===== src/blx_pkg.sv =====
/*
 * Shared constants and types for the branch and call-with-return unit:
 * instruction field positions, the branch pattern, prefetch offsets,
 * condition codes, cycle-cost states.
 * Assumes 32-bit instruction words and byte addressing.
 */
package blx_pkg;

    localparam int          INSTR_W        = 32;
    localparam int          COND_FLD_HI    = 31;
    localparam int          COND_FLD_LO    = 28;
    localparam int          CLASS_HI       = 27;
    localparam int          CLASS_LO       = 25;
    localparam int          LINK_BIT       = 24;
    localparam int          DISP_HI        = 23;
    localparam int          DISP_W         = 24;
    localparam int          DISP_SHIFT     = 2;
    localparam int          EXT_W          = INSTR_W - DISP_W - DISP_SHIFT;

    localparam logic [2:0]  BRANCH_CLASS   = 3'h5;
    localparam logic [31:0] PREFETCH_BYTES = 32'h0000_0008;
    localparam logic [31:0] INSTR_BYTES    = 32'h0000_0004;
    localparam logic [31:0] LINK_ALIGN     = 32'hFFFF_FFFC;
    localparam logic [31:0] ADDR_RESET     = 32'h0000_0000;

    // Two sequential plus one further cycle per taken branch
    localparam int          SEQ_CYCLES     = 2;
    localparam int          NSEQ_CYCLES    = 1;
    localparam int          TAKEN_CYCLES   = SEQ_CYCLES + NSEQ_CYCLES;

    typedef enum logic [3:0] {
        COND_EQ         = 4'h0,
        COND_NE         = 4'h1,
        COND_CS         = 4'h2,
        COND_CC         = 4'h3,
        COND_MI         = 4'h4,
        COND_PL         = 4'h5,
        COND_VS         = 4'h6,
        COND_VC         = 4'h7,
        COND_HI         = 4'h8,
        COND_LS         = 4'h9,
        COND_GE         = 4'hA,
        COND_LT         = 4'hB,
        COND_GT         = 4'hC,
        COND_LE         = 4'hD,
        COND_RUN_EVERY  = 4'hE,
        COND_RESERVED   = 4'hF
    } blx_cond_t;

    typedef enum logic [1:0] {
        ST_IDLE   = 2'b00,
        ST_FILL_N = 2'b01,
        ST_SEQ_1  = 2'b10,
        ST_SEQ_2  = 2'b11
    } blx_state_t;

endpackage : blx_pkg


===== src/blx_cond_eval.sv =====
/*
 * Combinational condition-field evaluator.
 * Assumes the flags come from logic on the same core clock.
 */
`timescale 1ns/1ps
`default_nettype none

module blx_cond_eval
    import blx_pkg::*;
(
    input  wire logic [3:0] cond,
    input  wire logic       flag_n,
    input  wire logic       flag_z,
    input  wire logic       flag_c,
    input  wire logic       flag_v,
    output logic            pass,
    output logic            reserved
);

    always_comb begin
        pass     = 1'b0;
        reserved = 1'b0;
        unique case (blx_cond_t'(cond))
            COND_EQ:        pass = flag_z;
            COND_NE:        pass = !flag_z;
            COND_CS:        pass = flag_c;
            COND_CC:        pass = !flag_c;
            COND_MI:        pass = flag_n;
            COND_PL:        pass = !flag_n;
            COND_VS:        pass = flag_v;
            COND_VC:        pass = !flag_v;
            COND_HI:        pass = flag_c && !flag_z;
            COND_LS:        pass = !flag_c || flag_z;
            COND_GE:        pass = (flag_n == flag_v);
            COND_LT:        pass = (flag_n != flag_v);
            COND_GT:        pass = !flag_z && (flag_n == flag_v);
            COND_LE:        pass = flag_z || (flag_n != flag_v);
            COND_RUN_EVERY: pass = 1'b1;
            // Never executed; flagged so the pipeline can trap it
            COND_RESERVED:  reserved = 1'b1;
        endcase
    end

endmodule : blx_cond_eval
`default_nettype wire


===== src/blx_branch_unit.sv =====
/*
 * Branch and call-with-return execution unit: decodes the branch class,
 * gates on the condition field, forms the target and return address,
 * and holds the core busy for the pipeline refill.
 * Assumes the fetch stage presents one instruction with its own address,
 * that flags are stable in the offer cycle, and all inputs share CORE_CLK.
 */
`timescale 1ns/1ps
`default_nettype none

module blx_branch_unit
    import blx_pkg::*;
(
    input  wire logic        CORE_CLK,
    input  wire logic        RST_B,
    input  wire logic        CLK_EN,
    input  wire logic        INSTR_VALID,
    input  wire logic [31:0] INSTR_WORD,
    input  wire logic [31:0] INSTR_ADDR,
    input  wire logic        FLAG_N,
    input  wire logic        FLAG_Z,
    input  wire logic        FLAG_C,
    input  wire logic        FLAG_V,
    output logic             BUSY,
    output logic             PC_LOAD,
    output logic [31:0]      PC_TARGET,
    output logic             FETCH_FLUSH,
    output logic             LINK_WE,
    output logic [31:0]      LINK_DATA,
    output logic             SKIPPED,
    output logic             COND_FAULT
);

    function automatic logic is_branch(input logic [31:0] w);
        return w[CLASS_HI:CLASS_LO] == BRANCH_CLASS;
    endfunction : is_branch

    function automatic logic [31:0] scaled_disp(input logic [31:0] w);
        // Sign bit copied upward, word offset turned into bytes
        return {{EXT_W{w[DISP_HI]}}, w[DISP_HI:0], {DISP_SHIFT{1'b0}}};
    endfunction : scaled_disp

    blx_state_t  state_reg;
    blx_state_t  state_next;
    logic        cond_pass;
    logic        cond_rsvd;
    logic        offer;
    logic        take;
    logic        skip;
    logic [31:0] pc_ahead;
    logic [31:0] target_next;
    logic [31:0] link_next;
    logic        busy_reg;
    logic        pc_load_reg;
    logic [31:0] pc_target_reg;
    logic        flush_reg;
    logic        link_we_reg;
    logic [31:0] link_data_reg;
    logic        skipped_reg;
    logic        fault_reg;

    blx_cond_eval u_cond (
        .cond     (INSTR_WORD[COND_FLD_HI:COND_FLD_LO]),
        .flag_n   (FLAG_N),
        .flag_z   (FLAG_Z),
        .flag_c   (FLAG_C),
        .flag_v   (FLAG_V),
        .pass     (cond_pass),
        .reserved (cond_rsvd)
    );

    // Offers during a refill are not taken; fetch is being redirected anyway
    assign offer       = INSTR_VALID && (state_reg == ST_IDLE) && is_branch(INSTR_WORD);
    assign take        = offer && cond_pass && !cond_rsvd;
    assign skip        = offer && !take;
    assign pc_ahead    = INSTR_ADDR + PREFETCH_BYTES;
    assign target_next = pc_ahead + scaled_disp(INSTR_WORD);
    // Back off one word from the prefetch PC, low bits dropped
    assign link_next   = (pc_ahead - INSTR_BYTES) & LINK_ALIGN;

    always_comb begin
        state_next = state_reg;
        unique case (state_reg)
            ST_IDLE:   if (take) begin
                state_next = ST_FILL_N;
            end
            ST_FILL_N: state_next = ST_SEQ_1;
            ST_SEQ_1:  state_next = ST_SEQ_2;
            ST_SEQ_2:  state_next = ST_IDLE;
        endcase
    end

    always_ff @(posedge CORE_CLK or negedge RST_B) begin
        if (!RST_B) begin
            state_reg <= ST_IDLE;
        end else if (CLK_EN) begin
            state_reg <= state_next;
        end
    end

    always_ff @(posedge CORE_CLK or negedge RST_B) begin
        if (!RST_B) begin
            busy_reg <= 1'b0;
        end else if (CLK_EN) begin
            busy_reg <= (state_next != ST_IDLE);
        end
    end

    always_ff @(posedge CORE_CLK or negedge RST_B) begin
        if (!RST_B) begin
            pc_load_reg   <= 1'b0;
            flush_reg     <= 1'b0;
            pc_target_reg <= ADDR_RESET;
        end else if (CLK_EN) begin
            pc_load_reg <= take;
            flush_reg   <= take;
            // Target held after the pulse; fetch may sample it late
            if (take) begin
                pc_target_reg <= target_next;
            end
        end
    end

    // Only the return address goes out; status word is never copied
    always_ff @(posedge CORE_CLK or negedge RST_B) begin
        if (!RST_B) begin
            link_we_reg   <= 1'b0;
            link_data_reg <= ADDR_RESET;
        end else if (CLK_EN) begin
            link_we_reg <= take && INSTR_WORD[LINK_BIT];
            if (take && INSTR_WORD[LINK_BIT]) begin
                link_data_reg <= link_next;
            end
        end
    end

    always_ff @(posedge CORE_CLK or negedge RST_B) begin
        if (!RST_B) begin
            skipped_reg <= 1'b0;
            fault_reg   <= 1'b0;
        end else if (CLK_EN) begin
            skipped_reg <= skip;
            fault_reg   <= offer && cond_rsvd;
        end
    end

    // Ports straight from registers so fetch sees no decode glitches
    assign BUSY        = busy_reg;
    assign PC_LOAD     = pc_load_reg;
    assign PC_TARGET   = pc_target_reg;
    assign FETCH_FLUSH = flush_reg;
    assign LINK_WE     = link_we_reg;
    assign LINK_DATA   = link_data_reg;
    assign SKIPPED     = skipped_reg;
    assign COND_FAULT  = fault_reg;
endmodule : blx_branch_unit
`default_nettype wire


===== config.mk =====
export PLATFORM = sky130hd
export DESIGN_NAME = blx_branch_unit
export DESIGN_NICKNAME = d
export VERILOG_FILES = /design/src/blx_pkg.sv /design/src/blx_cond_eval.sv /design/src/blx_branch_unit.sv
export SDC_FILE = /design/constraint.sdc
export NUM_CORES = 1
export LEC_CHECK = 0
export BUFFER_PORTS_ARGS = -buffer_cell sky130_fd_sc_hd__buf_2
export CORE_MARGIN = 4
export CORE_UTILIZATION = 59
export CTS_CLUSTER_DIAMETER = 60
export DETAILED_ROUTE_END_ITERATION = 10
export PLACE_DENSITY = 0.87
export SYNTH_ARGS = -nofsm -noshare
export SYNTH_HDL_FRONTEND = slang
export SYNTH_SLANG_ARGS = --single-unit

===== constraint.sdc =====
create_clock -name CORE_CLK -period 6.17 [get_ports CORE_CLK]
set_input_delay 0.3085 -clock CORE_CLK [delete_from_list [all_inputs] [get_ports CORE_CLK]]
set_output_delay 0.3085 -clock CORE_CLK [all_outputs]
set_load 0.02 [all_outputs]

=== Word-level counts from Yosys, hierarchy flattened ===
Index checks and enable logic that the tools add are counted.

* Add/sub/neg operators: 3
* $mul: 0
* Div/mod/pow operators: 0
* Order comparisons: 0
* Equal/unequal tests: 21
* Shift operators: 0
* Multiplexer cells: 4
* Bitwise operators: 0
* Reduce and logical (&&, ||, !) cells: 22

{| class="wikitable"
|+ Operator list
! cell !! count
|-
| $add A32 B32 Y32 || 1
|-
| $add A32 B4 Y32 const B || 1
|-
| $eq A4 B4 Y1 const B || 8
|-
| $sub A32 B3 Y32 const B || 1
|-
| $eq A4 B3 Y1 const B || 4
|-
| $pmux W1 S15 || 1
|-
| $logic_and A1 B1 Y1 || 9
|-
| $eq A4 B2 Y1 const B || 2
|-
| $pmux W2 S4 || 1
|-
| $logic_not A1 Y1 || 6
|-
| $eq A2 B2 Y1 const B || 2
|-
| $eq A4 B1 Y1 const B || 1
|-
| $logic_not A4 Y1 || 1
|-
| $reduce_and A2 Y1 || 2
|-
| $eq A3 B3 Y1 const B || 1
|-
| $eq A2 B1 Y1 const B || 1
|-
| $logic_not A2 Y1 || 1
|-
| $logic_or A1 B1 Y1 || 2
|-
| $mux W2 || 1
|-
| $reduce_bool A2 Y1 || 1
|-
| $eq A1 B1 Y1 || 1
|-
| $mux W1 || 1
|-
| $ne A1 B1 Y1 || 1
|}

* Flip-flop bits (word level): 69
* Latch bits: 0
* Bits in writable memories: 0
* Memory bits (read-only): 0
* Output and inout bits: 70
* Logic and storage cells: 58
* Memories: 0

=== Longest topological paths before layout ===
* Word-level depth: 8
* Depth in mapped cells: 16

=== Modules after synthesis ===
From an unflattened synthesis, not the netlist that was laid out.

* Cell total of the unflattened synthesis: 730
* Area total of the unflattened synthesis: 5823.1 µm²

{| class="wikitable"
|+ Modules (own cells, without submodules)
! module !! instances !! cells an instance !! area each (µm²) !! seq. area each (µm²)
|-
| blx_branch_unit || 1 || 700 || 5620.4 || 1726.7
|-
| blx_cond_eval || 1 || 30 || 202.7 || 0.0
|}

=== Least setup slack after synthesis ===
No wires, ideal clock.

* Kind: input-to-reg
* From: input INSTR_ADDR[3]
* To: register pc_target_reg[30], in the netlist PC_TARGET[30]
* Library setup time: 0.125 ns
* Data arrival time: 3.314 ns
* Required time: 6.045 ns
* Setup slack: 2.731 ns
* Stages: 15
* Path buffers: 1
* Cells stage by stage: ha_1 > buf_2 > nand4_2 > nor3_1 > nand2_1 > xnor2_1 > ha_1 > and3_1 > nand3_1 > or3_1 > a211o_1 > nand2_1 > a31oi_1 > xnor2_1 > mux2_2

* Longest elaborated chain between the ends: 2

{| class="wikitable"
|+ RTL lines
! what !! RTL line !! text
|-
| start: declaration || blx_branch_unit.sv:19 || <nowiki>input wire logic [31:0] INSTR_ADDR,</nowiki>
|-
| $add A32 B4 Y32 || blx_branch_unit.sv:76 || <nowiki>assign pc_ahead = INSTR_ADDR + PREFETCH_BYTES;</nowiki>
|-
| $add A32 B32 Y32 || blx_branch_unit.sv:77 || <nowiki>assign target_next = pc_ahead + scaled_disp(INSTR_WORD);</nowiki>
|-
| end signal: assignment || blx_branch_unit.sv:119 || <nowiki>pc_target_reg <= target_next;</nowiki>
|-
| end: declaration || blx_branch_unit.sv:55 || <nowiki>logic [31:0] pc_target_reg;</nowiki>
|}

No other way between the ends.
A chain may end at the register's enable or synchronous reset.

=== Final worst setup path ===
* From: input INSTR_ADDR[3]
* To: register pc_target_reg[25], in the netlist PC_TARGET[25]

Same word-level chain as after synthesis.

==> out/results.tsv <==
stage	metric	value	unit
outcome	outcome	complete, no violations	
clock_network	H-tree levels	3	
clock_network	Num CTS Buffers	9	
clock_network	Post-CTS Setup Bufs	0	
power_and_ir_drop	PwrDens	246.3	nW/um^2
clock_network	CTS Buffer Depth	2	
yosys	Synth top area share	30.62	%
sta	Tmin final	4.009	ns
finish	n_diodes	0	
global_route	vias in the first global route	5283	
placed_design	Cell Area, Placed	6404	sq um
critical_path	Bufs and invs on worst path	1	
yosys	sequential fraction of the synthesis area	30.62	%
finish	post-route insts no fill	927	
yosys	Area contributors post-synth	dfrtp_1, ha_1, xnor2_1, o21ai_0, nand2_1	
clock_network	Clk Latency, worst-skew pair	0.35	ns
finish	fin util	71.39	%
worst_hold_path	Hold Path Class	input port to async pin	
yosys	Distinct cells, synth	66	
finish	Largest register FFs	32	
floorplanning	site row count	35	
global_route	largest net degree at the start of global routing	70	
clock_network	clk slew on worst S/H paths	0.08	ns
yosys	Post-Synthesis Cells	664	
critical_path	Setup CP Type	input port to register	
finish	commonest cells after routing, fill and taps aside	buf_2, nand2_1, o21ai_0	
yosys	EDFF count, synth	0	
floorplanning	Die Ht	105.8	um
clock_network	CTS root buf	clkbuf_8	
yosys	Seq cells post-synth	69	
critical_path	worst path cell trace	buf_2, ha_1, nand4_2, nor3_1, nand2_1, xnor2_1, ha_1, a21o_1, a211oi_1, a211o_1, a21oi_1, nor3_1, o21ai_0, xnor2_1, o21ai_0	
critical_path	CP required	6.39	ns
placed_design	Placed Instances	911	
sta	setup TNS	0	ns
critical_path	crit path capture type	register	
finish	share of layout cells above drive strength 1	23.31	%
sta	RSZ-0062 raised after global routing	no	
clock_network	# hold bufs at CTS	0	
finish	commonest non-fill, non-tap cell in the layout	buf_2	
finish	fin area	6628	sq um
finish	Filler cells	775	
yosys	Synth Warn #	0	
power_and_ir_drop	maximum vdd drop	0.0001976	V
power_and_ir_drop	Pleak	3.202	nW
placed_design	Port-buffer cells	139	
global_route	GRT overflow	0	
clock_network	TritonCTS clock tree	built	
global_route	total global-route track usage	27.16	%
global_route	initial antenna violation count	0	
floorplanning	core box area	9284	sq um
sta	Least-Margin Pin Slew	0.8854	ns
floorplanning	Die Wd	105.8	um
sta	Final Hold Vio Count	0	
yosys	Async S/R FF share, synth	100.0	%
sta	Slew Limit Fails	0	
critical_path	crit-path leading delay family	simple AND/OR/NAND/NOR gates	
sta	fmax	0.2495	GHz
finish	Area growth, synth to finish	17.53	%
finish	Nets	907	
flow_run	Max-cap violations	0	
sta	Final Setup Violations	0	
yosys	Post-Syn Area per Cell	8.493	sq um
detailed_routing	DR pass1 iterations	5	
detailed_routing	Via density	5.781	
detailed_routing	DR vias	5359	
placed_design	Post-DP HPWL	12.08	mm
clock_network	post-CTS sizing	0	
sta	Tcrit/Tclk final	64.97	%
floorplanning	Initial Utilization	60.74	%
detailed_routing	Residual DRC	0	
sta	worst rel slew slack	40.97	%
critical_path	Worst Path Arrival	4.23	ns
detailed_routing	post-DR wirelength/cell	16.28	um
yosys	Netlist Area Pre-Place	5639	sq um
floorplanning	Die Area	11190	sq um
yosys	Primary FF master, synth	dfrtp_1	
detailed_routing	remaining antenna violation count	0	
detailed_routing	WL final	15.09	mm
critical_path	Worst setup SP type	input port	
global_route	first-pass GRT wire length	24.85	mm
clock_network	clock sinks	69	
floorplanning	I/O pin count	142	
yosys	Synth area leader	dfrtp_1	
critical_path	slowest cell delay on critical path	0.71	ns
critical_path	critical path's slowest cell	nor3_1	
detailed_routing	1st-iter DRT viols	281	
critical_path	CP Max Fanout	10	
sta	Fin Hold WS	0.1723	ns
placed_design	gpl congestion	0.8877	
sta	Final Skew	0.01160	ns
stage by stage:
| stage | power, W | worst slack [ns] |
|---|---|---|
| finish | 0.001632 | 2.161 |
| global route | 0.001739 | 1.832 |
| CTS | 0.001646 | 2.248 |
| detailed placement | 0.001219 | 1.927 |
| global placement | 0.001196 | 2.077 |
| floorplan | 0.001003 | 2.731 |
path summary, 6_finish.rpt:
path | startpoint | end | slack, ns | depth (start not counted)
setup / recovery | INSTR_ADDR[3] | PC_TARGET[25] | 2.16 | 15
hold reg to reg | PC_TARGET[31] | PC_TARGET[31] | 0.48 | 2
hold / removal | RST_B | SKIPPED | 0.17 | 2
setup reg to reg | state_reg[0] | PC_TARGET[24] | 3.55 | 10
max in group asynchronous | RST_B | LINK_DATA[3] | 5.42 | 2
min in group CORE_CLK | INSTR_ADDR[0] | PC_TARGET[0] | 0.19 | 2
cells in the mapped netlist (all sizes together), types with 8 or more instances:
library cell	number
nand2	85
xnor2	55
buf	9
dfrtp	69
and3	10
nor2	36
clkbuf	16
o21ai	78
ha	41
a211o	8
a31oi	9
inv	28
a21oi	34
mux2	9
nand4	17
nor3	19
nand3	22
a21o	12
xor2	28
worst register-to-register path, stage by stage, from the launching register on:
cell	delay, ns
dfrtp_1	0.36
inv_1	0.13
ha_1	0.18
nand3_1	0.06
nor3b_1	0.38
nand2_1	0.13
a211o_1	0.45
buf_4	0.34
nor4b_1	0.30
a21oi_1	0.08
o311ai_0	0.10
cell type report:
type                    count  area (sq um)  area share, %
flip-flops and latches     69          1727          26.05
multi-input cells         543          3692          55.71
clock buffers              10         137.6          2.077
inverters                  28         105.1          1.586
repair buffers            142         718.2          10.84
well taps                 129         161.4          2.435
clock inverters             6         86.33          1.303
per-layer routing:
metal	GRT usage, %	vias to the layer above	routed length, um
met1	33.24	2516	6334
met2	47.95	186	7531
met5	0	-	0
li1	-	2630	-
met4	8.233	0	352
met3	5.695	27	869
cells by family after synthesis:
group / share of synthesized area [%]
muxes: 2.685
adders and majority gates: 9.452
and+or+nand+nor: 20.52
buffers and inverters: 3.972
xor gates and xnor gates: 12.89
AOI/OAI and AO/OA: 19.79
other: 0.06650
DFF: 30.62
where the power goes:
group | leakage, nW | total (W) | internal, W | switching, W
clock | 0.112 | 0.000423 | 0.000238 | 0.000185
combinational | 2.15 | 0.000613 | 0.000230 | 0.000383
sequential | 0.939 | 0.000597 | 0.000546 | 0.0000506
Note: power is estimated with default switching activity, not from simulation.
